$ cat config.mk
export PLATFORM = sky130hd
export DESIGN_NAME = tce_core
export DESIGN_NICKNAME = d
export VERILOG_FILES = /design/src/logic/tce_pkg.sv /design/src/logic/tce_core.sv
export VERILOG_INCLUDE_DIRS = /design/src /design/src/logic
export SDC_FILE = /design/constraint.sdc
export NUM_CORES = 1
export LEC_CHECK = 0
export BUFFER_PORTS_ARGS = -buffer_cell sky130_fd_sc_hd__buf_2
export CAP_MARGIN = 0
export CORE_ASPECT_RATIO = 0.9
export CORE_MARGIN = 1
export CORE_UTILIZATION = 39
export DETAILED_ROUTE_END_ITERATION = 6
export PLACE_DENSITY_LB_ADDON = 0.3
export SETUP_SLACK_MARGIN = 0.02
export SYNTH_ARGS = -nofsm -noshare
export SYNTH_HDL_FRONTEND = slang
export SYNTH_SLANG_ARGS = --single-unit
$ cat constraint.sdc
create_clock -name clk_i -period 10.8 [get_ports clk_i]
set_input_delay 2.16 -clock clk_i [delete_from_list [all_inputs] [get_ports clk_i]]
set_output_delay 2.16 -clock clk_i [all_outputs]
set_load 0.05 [all_outputs]
$ cat src/logic/tce_defines.svh
// constants of the tiny core execution unit: widths, fields, flag positions, reset values
`ifndef TCE_DEFINES_SVH
`define TCE_DEFINES_SVH

`define TCE_PC_W      9
`define TCE_PC_RST    9'h000
`define TCE_IR_RST    16'h0000
`define TCE_STATUS_FLAGS_REGISTER_RST  8'h00
`define TCE_BYTE_RST  8'h00
`define TCE_IOA_RST   6'h00

// status flag bit positions
`define TCE_F_C       0
`define TCE_F_Z       1
`define TCE_F_N       2
`define TCE_F_V       3
`define TCE_F_S       4
`define TCE_F_H       5
`define TCE_F_T       6
`define TCE_F_I       7

// instruction word fields
`define TCE_IMM_BIT   15
`define TCE_ROP_HI    14
`define TCE_ROP_LO    10
`define TCE_IOP_HI    14
`define TCE_IOP_LO    12
`define TCE_RD_HI     9
`define TCE_RD_LO     5
`define TCE_RR_HI     4
`define TCE_RR_LO     0
`define TCE_ID_HI     11
`define TCE_ID_LO     8
`define TCE_K_HI      7
`define TCE_K_LO      0
`define TCE_OFF_HI    9
`define TCE_OFF_LO    3
`define TCE_P_HI      8
`define TCE_P_LO      3
`define TCE_B_HI      2
`define TCE_B_LO      0

`endif

$ cat src/logic/tce_pkg.sv
// types of the tiny core execution unit
package tce_pkg;

    typedef enum logic [5:0] {
        no_operation_op              = 6'b000000,
        add_op                       = 6'b000001,
        add_with_carry_op            = 6'b000010,
        subtract_op                  = 6'b000011,
        subtract_with_borrow_op      = 6'b000100,
        and_op                       = 6'b000101,
        or_op                        = 6'b000110,
        exclusive_or_op              = 6'b000111,
        compare_op                   = 6'b001000,
        compare_with_carry_op        = 6'b001001,
        compare_skip_equal_op        = 6'b001010,
        zero_minus_test_op           = 6'b001011,
        rotate_up_via_carry_op       = 6'b001100,
        rotate_down_via_carry_op     = 6'b001101,
        bit_to_transfer_flag_op      = 6'b001110,
        transfer_flag_to_bit_op      = 6'b001111,
        flag_set_op                  = 6'b010000,
        flag_clear_op                = 6'b010001,
        branch_flag_high_op          = 6'b010010,
        branch_flag_low_op           = 6'b010011,
        branch_signed_ge_op          = 6'b010100,
        branch_signed_lt_op          = 6'b010101,
        io_bit_set_op                = 6'b010110,
        io_bit_clear_op              = 6'b010111,
        skip_io_bit_low_op           = 6'b011000,
        skip_io_bit_high_op          = 6'b011001,
        subtract_immediate_op        = 6'b100000,
        subtract_borrow_immediate_op = 6'b100001,
        and_immediate_op             = 6'b100010,
        or_immediate_op              = 6'b100011,
        compare_immediate_op         = 6'b100100,
        set_masked_bits_op           = 6'b100101,
        clear_masked_bits_op         = 6'b100110,
        load_immediate_op            = 6'b100111
    } tce_op_t;

    typedef struct packed {
        logic       h;
        logic       v;
        logic       c;
        logic [7:0] r;
    } tce_alu_t;

endpackage

$ cat src/logic/tce_core.sv
// execution unit of a small 8-bit core: alu, flags, branches, skips and i/o bit operations
//
// Contract
// - add two registers, optionally with carry; write sum; update Z C N V H; one clock.
// - subtract register or constant, optionally with carry; write; update Z C N V H.
// - and, or, xor write destination, update Z N V only; carry kept. The code also updates S.
// - test ands register with itself, value kept, updates Z N V.
// - set-bits ors mask in; clear-bits ands complement; both update Z N V.
// - flag branch loads pc plus offset plus one; two clocks taken, one not.
// - signed branches use N xor V: ge when zero, lt when one.
// - unsigned branches test carry; equal and not-equal test zero.
// - i/o bit skip passes next instruction when bit matches; one or two clocks.
// - compare-skip-equal skips next when registers equal, no flags changed.
// - compares compute difference unstored, update Z N V C H, one clock.
// - bit store copies register bit into T, only T changes.
// - bit load copies T into destination bit, no flags changed.
// - i/o bit set and clear force the bit, no flags, two clocks.
// - rotate up: bit0 from carry, old bit7 to carry, update Z C N V.
// - rotate down: bit7 from carry, old bit0 to carry, update Z C N V.
// - single flag set and clear force only the named flag, one clock.
// - interrupt-state branches test global interrupt flag with relative offset.
`include "tce_defines.svh"

module tce_core (
    input  wire logic                 clk_i,        // system clock, 100 MHz
    input  wire logic                 rst_i,        // synchronous reset, active high
    input  wire logic [15:0]          instr_i,      // program word at pc_o, same cycle
    input  wire logic [7:0]           io_rd_data_i, // i/o register addressed by io_addr_o
    output logic      [`TCE_PC_W-1:0] pc_o,         // fetch address
    output logic      [5:0]           io_addr_o,    // i/o register address
    output logic                      io_wr_o,      // i/o write strobe
    output logic      [7:0]           io_wr_data_o, // i/o write data
    output logic      [7:0]           status_o,     // status flags register
    output logic                      retire_o,     // one instruction completed
    output logic                      rf_we_o,      // register write took place
    output logic      [4:0]           rf_addr_o,    // register written
    output logic      [7:0]           rf_data_o     // value written
);

    // ****************************************************************
    // functions
    // ****************************************************************
    function automatic tce_pkg::tce_alu_t addsub(input logic [7:0] a, input logic [7:0] b,
                                                 input logic cin, input logic sub);
        tce_pkg::tce_alu_t o;
        o.r = sub ? 8'(a - b - {7'h00, cin}) : 8'(a + b + {7'h00, cin});
        if (sub)
        begin
            o.h = (~a[3] & b[3]) | (b[3] & o.r[3]) | (o.r[3] & ~a[3]);
            o.c = (~a[7] & b[7]) | (b[7] & o.r[7]) | (o.r[7] & ~a[7]);
            o.v = (a[7] & ~b[7] & ~o.r[7]) | (~a[7] & b[7] & o.r[7]);
        end
        else
        begin
            o.h = (a[3] & b[3]) | (b[3] & ~o.r[3]) | (~o.r[3] & a[3]);
            o.c = (a[7] & b[7]) | (b[7] & ~o.r[7]) | (~o.r[7] & a[7]);
            o.v = (a[7] & b[7] & ~o.r[7]) | (~a[7] & ~b[7] & o.r[7]);
        end
        return o;
    endfunction

    function automatic logic [7:0] arith_flags(input logic [7:0] f, input tce_pkg::tce_alu_t a);
        logic [7:0] n;
        n = f;
        n[`TCE_F_H] = a.h;
        n[`TCE_F_V] = a.v;
        n[`TCE_F_C] = a.c;
        n[`TCE_F_N] = a.r[7];
        n[`TCE_F_Z] = (a.r == 8'h00);
        n[`TCE_F_S] = a.r[7] ^ a.v;
        return n;
    endfunction

    // zero, negative and sign from the result, overflow cleared; carry and half carry untouched
    function automatic logic [7:0] logic_flags(input logic [7:0] f, input logic [7:0] r);
        logic [7:0] n;
        n = f;
        n[`TCE_F_V] = 1'b0;
        n[`TCE_F_N] = r[7];
        n[`TCE_F_Z] = (r == 8'h00);
        n[`TCE_F_S] = r[7];
        return n;
    endfunction

    // ****************************************************************
    // state
    // ****************************************************************
    logic [7:0]           rf_q [32];
    logic [`TCE_PC_W-1:0] pc_q;
    logic [15:0]          ir_q;
    logic                 ir_v_q;
    logic                 io_ph_q;
    logic [7:0]           status_flags_register_q;

    // ****************************************************************
    // decode
    // ****************************************************************
    wire                  imm_w  = ir_q[`TCE_IMM_BIT];
    wire [4:0]            d_idx  = imm_w ? {1'b1, ir_q[`TCE_ID_HI:`TCE_ID_LO]} : ir_q[`TCE_RD_HI:`TCE_RD_LO];
    wire [4:0]            r_idx  = ir_q[`TCE_RR_HI:`TCE_RR_LO];
    wire [7:0]            kimm   = ir_q[`TCE_K_HI:`TCE_K_LO];
    wire [2:0]            bsel   = ir_q[`TCE_B_HI:`TCE_B_LO];
    wire [7:0]            bmask  = 8'h01 << bsel;
    wire [6:0]            koff   = ir_q[`TCE_OFF_HI:`TCE_OFF_LO];
    wire [`TCE_PC_W-1:0]  target = pc_q + {{(`TCE_PC_W-7){koff[6]}}, koff};
    wire [7:0]            rd_v   = rf_q[d_idx];
    wire [7:0]            rr_v   = imm_w ? kimm : rf_q[r_idx];
    wire                  cflag  = status_flags_register_q[`TCE_F_C];
    wire                  nxv    = status_flags_register_q[`TCE_F_N] ^ status_flags_register_q[`TCE_F_V];
    // a bubble decodes as no operation, so it never writes or branches
    wire tce_pkg::tce_op_t op_w  = !ir_v_q ? tce_pkg::no_operation_op :
                                   imm_w ? tce_pkg::tce_op_t'({3'b100, ir_q[`TCE_IOP_HI:`TCE_IOP_LO]}) :
                                   tce_pkg::tce_op_t'({1'b0, ir_q[`TCE_ROP_HI:`TCE_ROP_LO]});
    wire                  io_op  = (op_w == tce_pkg::io_bit_set_op) || (op_w == tce_pkg::io_bit_clear_op);
    wire                  stall  = io_op && !io_ph_q;

    // ****************************************************************
    // execute
    // ****************************************************************
    logic [7:0]        res;
    logic              wr;
    logic [7:0]        nf;
    logic              jump;
    logic              skip;
    tce_pkg::tce_alu_t al;

    always_comb
    begin
        res  = rd_v;
        wr   = 1'b0;
        nf   = status_flags_register_q;
        jump = 1'b0;
        skip = 1'b0;
        al   = addsub(rd_v, rr_v, 1'b0, 1'b1);
        unique case (op_w)
            tce_pkg::add_op, tce_pkg::add_with_carry_op:
            begin
                al  = addsub(rd_v, rr_v, (op_w == tce_pkg::add_with_carry_op) & cflag, 1'b0);
                res = al.r;
                wr  = 1'b1;
                nf  = arith_flags(status_flags_register_q, al);
            end
            tce_pkg::subtract_op, tce_pkg::subtract_immediate_op,
            tce_pkg::subtract_with_borrow_op, tce_pkg::subtract_borrow_immediate_op:
            begin
                al  = addsub(rd_v, rr_v, cflag & ((op_w == tce_pkg::subtract_with_borrow_op) ||
                                                  (op_w == tce_pkg::subtract_borrow_immediate_op)), 1'b1);
                res = al.r;
                wr  = 1'b1;
                nf  = arith_flags(status_flags_register_q, al);
            end
            tce_pkg::compare_op, tce_pkg::compare_immediate_op, tce_pkg::compare_with_carry_op:
            begin
                al = addsub(rd_v, rr_v, cflag & (op_w == tce_pkg::compare_with_carry_op), 1'b1);
                nf = arith_flags(status_flags_register_q, al);
            end
            tce_pkg::and_op, tce_pkg::and_immediate_op:
            begin
                res = rd_v & rr_v;
                wr  = 1'b1;
                nf  = logic_flags(status_flags_register_q, rd_v & rr_v);
            end
            tce_pkg::or_op, tce_pkg::or_immediate_op, tce_pkg::set_masked_bits_op:
            begin
                res = rd_v | rr_v;
                wr  = 1'b1;
                nf  = logic_flags(status_flags_register_q, rd_v | rr_v);
            end
            tce_pkg::clear_masked_bits_op:
            begin
                res = rd_v & ~rr_v;
                wr  = 1'b1;
                nf  = logic_flags(status_flags_register_q, rd_v & ~rr_v);
            end
            tce_pkg::exclusive_or_op:
            begin
                res = rd_v ^ rr_v;
                wr  = 1'b1;
                nf  = logic_flags(status_flags_register_q, rd_v ^ rr_v);
            end
            tce_pkg::zero_minus_test_op:
                nf = logic_flags(status_flags_register_q, rd_v & rd_v);
            tce_pkg::load_immediate_op:
            begin
                res = kimm;
                wr  = 1'b1;
            end
            tce_pkg::compare_skip_equal_op:
                skip = (rd_v == rr_v);
            tce_pkg::rotate_up_via_carry_op, tce_pkg::rotate_down_via_carry_op:
            begin
                res = (op_w == tce_pkg::rotate_up_via_carry_op) ? {rd_v[6:0], cflag} : {cflag, rd_v[7:1]};
                wr  = 1'b1;
                nf  = logic_flags(status_flags_register_q, res);
                nf[`TCE_F_C] = (op_w == tce_pkg::rotate_up_via_carry_op) ? rd_v[7] : rd_v[0];
                nf[`TCE_F_V] = res[7] ^ nf[`TCE_F_C];
                nf[`TCE_F_S] = nf[`TCE_F_C];
            end
            tce_pkg::bit_to_transfer_flag_op:
                nf[`TCE_F_T] = rd_v[bsel];
            tce_pkg::transfer_flag_to_bit_op:
            begin
                res[bsel] = status_flags_register_q[`TCE_F_T];
                wr        = 1'b1;
            end
            tce_pkg::flag_set_op:
                nf = status_flags_register_q | bmask;
            tce_pkg::flag_clear_op:
                nf = status_flags_register_q & ~bmask;
            // flag index 0 gives carry branches, 1 zero, 7 the interrupt enable
            tce_pkg::branch_flag_high_op:
                jump = status_flags_register_q[bsel];
            tce_pkg::branch_flag_low_op:
                jump = !status_flags_register_q[bsel];
            tce_pkg::branch_signed_ge_op:
                jump = !nxv;
            tce_pkg::branch_signed_lt_op:
                jump = nxv;
            tce_pkg::skip_io_bit_low_op:
                skip = !io_rd_data_i[bsel];
            tce_pkg::skip_io_bit_high_op:
                skip = io_rd_data_i[bsel];
            tce_pkg::no_operation_op, tce_pkg::io_bit_set_op, tce_pkg::io_bit_clear_op:
                res = rd_v;
            default:
                res = rd_v;
        endcase
    end

    // ****************************************************************
    // sequencing
    // ****************************************************************
    // the fetched word is dropped on a taken branch or skip: this bubble is the second clock
    always_ff @(posedge clk_i)
    begin
        if (rst_i)
        begin
            pc_q         <= `TCE_PC_RST;
            ir_q         <= `TCE_IR_RST;
            ir_v_q       <= 1'b0;
            io_ph_q      <= 1'b0;
            status_flags_register_q       <= `TCE_STATUS_FLAGS_REGISTER_RST;
            io_addr_o    <= `TCE_IOA_RST;
            io_wr_o      <= 1'b0;
            io_wr_data_o <= `TCE_BYTE_RST;
            retire_o     <= 1'b0;
        end
        else if (stall)
        begin
            io_ph_q      <= 1'b1;
            io_wr_o      <= 1'b1;
            io_wr_data_o <= (op_w == tce_pkg::io_bit_set_op) ? (io_rd_data_i | bmask) : (io_rd_data_i & ~bmask);
            retire_o     <= 1'b0;
        end
        else
        begin
            io_ph_q   <= 1'b0;
            io_wr_o   <= 1'b0;
            ir_q      <= instr_i;
            ir_v_q    <= !(jump || skip);
            pc_q      <= jump ? target : `TCE_PC_W'(pc_q + 1'b1);
            io_addr_o <= instr_i[`TCE_P_HI:`TCE_P_LO];
            status_flags_register_q    <= nf;
            retire_o  <= ir_v_q;
        end
    end

    always_ff @(posedge clk_i)
    begin
        if (rst_i)
            rf_we_o <= 1'b0;
        else
            rf_we_o <= wr;
        rf_addr_o <= d_idx;
        rf_data_o <= res;
        if (wr)
            rf_q[d_idx] <= res;
    end

    assign pc_o     = pc_q;
    assign status_o = status_flags_register_q;
endmodule

==> impl_metrics.ini <==
[synth]
synth_seq_cells = 319
synth_edf_count = 256
yosysSeqAreaShare_pct = 49.7
synthFlopType = edfxtp_1
syn_area_um2 = 18000
synth.distinct_cells = 99
synth_warnings = 0
synth_cells = 1454
syn_nets = 1525
synth.avg_cell_area_um2 = 12.4
async_reset_ff_share_pct = 0

[route]
finalWirelength_um = 62000
drc = 0
routedWlPerCell_um = 29.0
via_per_inst = 6.54
ant_nets = 0
vias = 14000
drt-initial-drc-count = 1988
drtPass1Iterations = 6

[cts]
cts_root_buf = clkbuf_16
clock-sinks = 319
tritoncts = done
clk_path_buf_depth = 3
postCtsSetupRepairBufs = 0
worstSkewPairLatency_ns = 0.56
postCtsResizedCells = 0
cts.htree.levels = 2
hold_buffers = 0
clkTransAtPathRegs_ns = 0.06
cts_buffers = 37

[critical_path]
required_ns = 10.74
r2r_cells = 20
crit_fanout = 65
r2r_end = rf_q[0][7]
cp.arrival_ns = 7.91
worstSetupPathType = reg -> reg
r2r-start = ir_q[15]
end_kind = register
crit_path_end = rf_q[0][7]
crit_start = ir_q[15]
rrSetupSlack_ns = 2.83
startpoint_type = register

[hold_path]
min_path_type = reg -> reg

[sta]
finalSetupTns_ns = 0
period_minus_slack_ns = 7.97
worst_pin_slew_ns = 1.42
finalCritPeriodShare_pct = 73.8
max_clock_freq_mhz = 125
max-slew-margin-rel_pct = 5.11
clock_skew_ns = 0.0225
finalSetupViolCount = 0
maxSlewViolCount = 0
rsz0062_at_grt = false
finalHoldViolCount = 0

[finish]
final_common_cell = edfxtp_1
layout.nets = 1575
multi_input_area_um2 = 8380
synthToLayoutAreaGrowth_pct = 11.9
nFillCells = 4079
stdcell_area_um2 = 20100
seq_area_um2 = 8960
drive_gt1_share_pct = 20.5
final_cell_mix = edfxtp_1 (256), nand2_1 (114), nor2_1 (105)

[floorplanning]
initial_utilization_pct = 39.6
rows = 74
ios = 73
coreArea_um2 = 45500
fp.dieArea_um2 = 47000
die_width_um = 228
die_y_um = 206

[global_routing]
grt_overflow_total = 0
grt_pass1_vias = 13300
grt_max_degree = 66
grt_pass1_wl_um = 90300
grt_usage_pct = 26.3
antenna_found_initial = 1

[pwr]
p_per_area_nw_per_um2 = 174
ir_drop_mv = 0.0868
p_leak_nw = 6.87
total_power_mw = 3.50

[placement]
place_area_um2 = 19000
port_buffers = 72
place.gp.congestion = 0.959
hpwlAfterDp_um = 43300

[outcome]
status = finished, final reports clean

[run]
drv_cap = 0
## per-layer routing
layer	share of wire (%)	GRT usage (%)
met1	42	38.0
met4	3.4	9.80
met3	12	6.13
met2	42	38.2
met5	0	0
## cell type report
class                   count  area share (%)
repair buffers            116            3.43
clock inverters            15           0.690
flip-flops and latches    319            44.5
well taps                 608            3.78
diodes                      1          0.0124
inverters                  44           0.845
clock buffers              49            5.19
multi-input cells         986            41.6
## worst min path at each step
stage / cells after the start / slack [ns] / end / startpoint
5_1_grt: 2 / 0.51 / pc_o[7] / pc_o[7]
2_1_floorplan: 2 / 0.48 / register / io_addr_o[0]
3_3_place_gp: 2 / 0.45 / pc_o[0] / pc_o[0]
4_1_cts: 2 / 0.48 / pc_o[6] / pc_o[6]
3_5_place_dp: 2 / 0.47 / pc_o[6] / pc_o[6]
6_report: 2 / 0.48 / pc_o[0] / pc_o[0]
## metrics by stage
stage	utilization, %	setup WS, ns	cells	hold slack, ns
global route	44.3	2.44	2137	0.506
CTS	44.3	3.05	2137	0.480
global placement	41.7	3.17	2073	0.453
finish	44.3	2.83	2138	0.475
detailed placement	41.7	3.08	2073	0.470
floorplan	-	5.36	1454	0.481
## cells in the mapped netlist, types with 17 or more instances
cell        n  area, µm²
a211oi_1   17        128
a21oi_1    75        375
buf_2      33        165
clkbuf_1   50        188
dfxtp_1    63       1260
edfxtp_1  256       7690
ha_1       39        488
inv_1      40        150
mux2i_1    83        831
mux4_2     97       2180
nand2_1   114        428
nand3_1    31        155
nor2_1    105        394
nor3_1     32        160
o21ai_0    50        250
o22ai_1    19        119
## flip-flops by register name, indices dropped and copies added (netlist names), named ones only
| register | flops |
|---|---|
| status_o | 7 |
| io_wr_data_o | 8 |
| rf_data_o | 8 |
| pc_o | 9 |
| rf_we_o | 1 |
| io_addr_o | 5 |
| rf_q | 256 |
| ir_q | 11 |
| ir_v_q | 1 |
| rf_addr_o | 5 |
| io_ph_q | 1 |
| retire_o | 1 |
## power by group
| group | internal [mW] | total, mW | switching, mW |
|---|---|---|---|
| combinational | 0.242 | 0.781 | 0.539 |
| sequential | 1.43 | 1.47 | 0.0337 |
| clock | 0.730 | 1.25 | 0.517 |
## cell families (layout without fill, tap and decap cells)
logic type	count (synthesis)	count (layout)	share of synthesized area, %
AND/OR/NAND/NOR	416	416	11.9
flip-flops	319	319	49.7
AO/OA/AOI/OAI	311	311	12.3
multiplexers	188	188	17.4
buffers and inverters	149	224	3.91
adder cells (fa/ha/maj)	45	45	3.38
XOR/XNOR	26	26	1.38
other	0	1	0
## critical path, stage by stage, from the launching register on
cell and delay [ns]:
dfxtp_2 0.31, buf_4 0.58, mux2i_4 0.32, buf_4 0.41, inv_4 0.30, buf_4 0.44
nand2_1 0.16, a21oi_1 0.08, nor4_1 0.57, nand4_1 0.73, inv_1 0.25, ha_1 0.20
inv_1 0.06, fa_1 0.53, nand2b_1 0.14, a211oi_1 0.09, a21oi_2 0.30, nand3_1 0.27
or4_1 0.55, nand3_1 0.11, nand3_1 0.81
(Power assumes the default switching activity.)
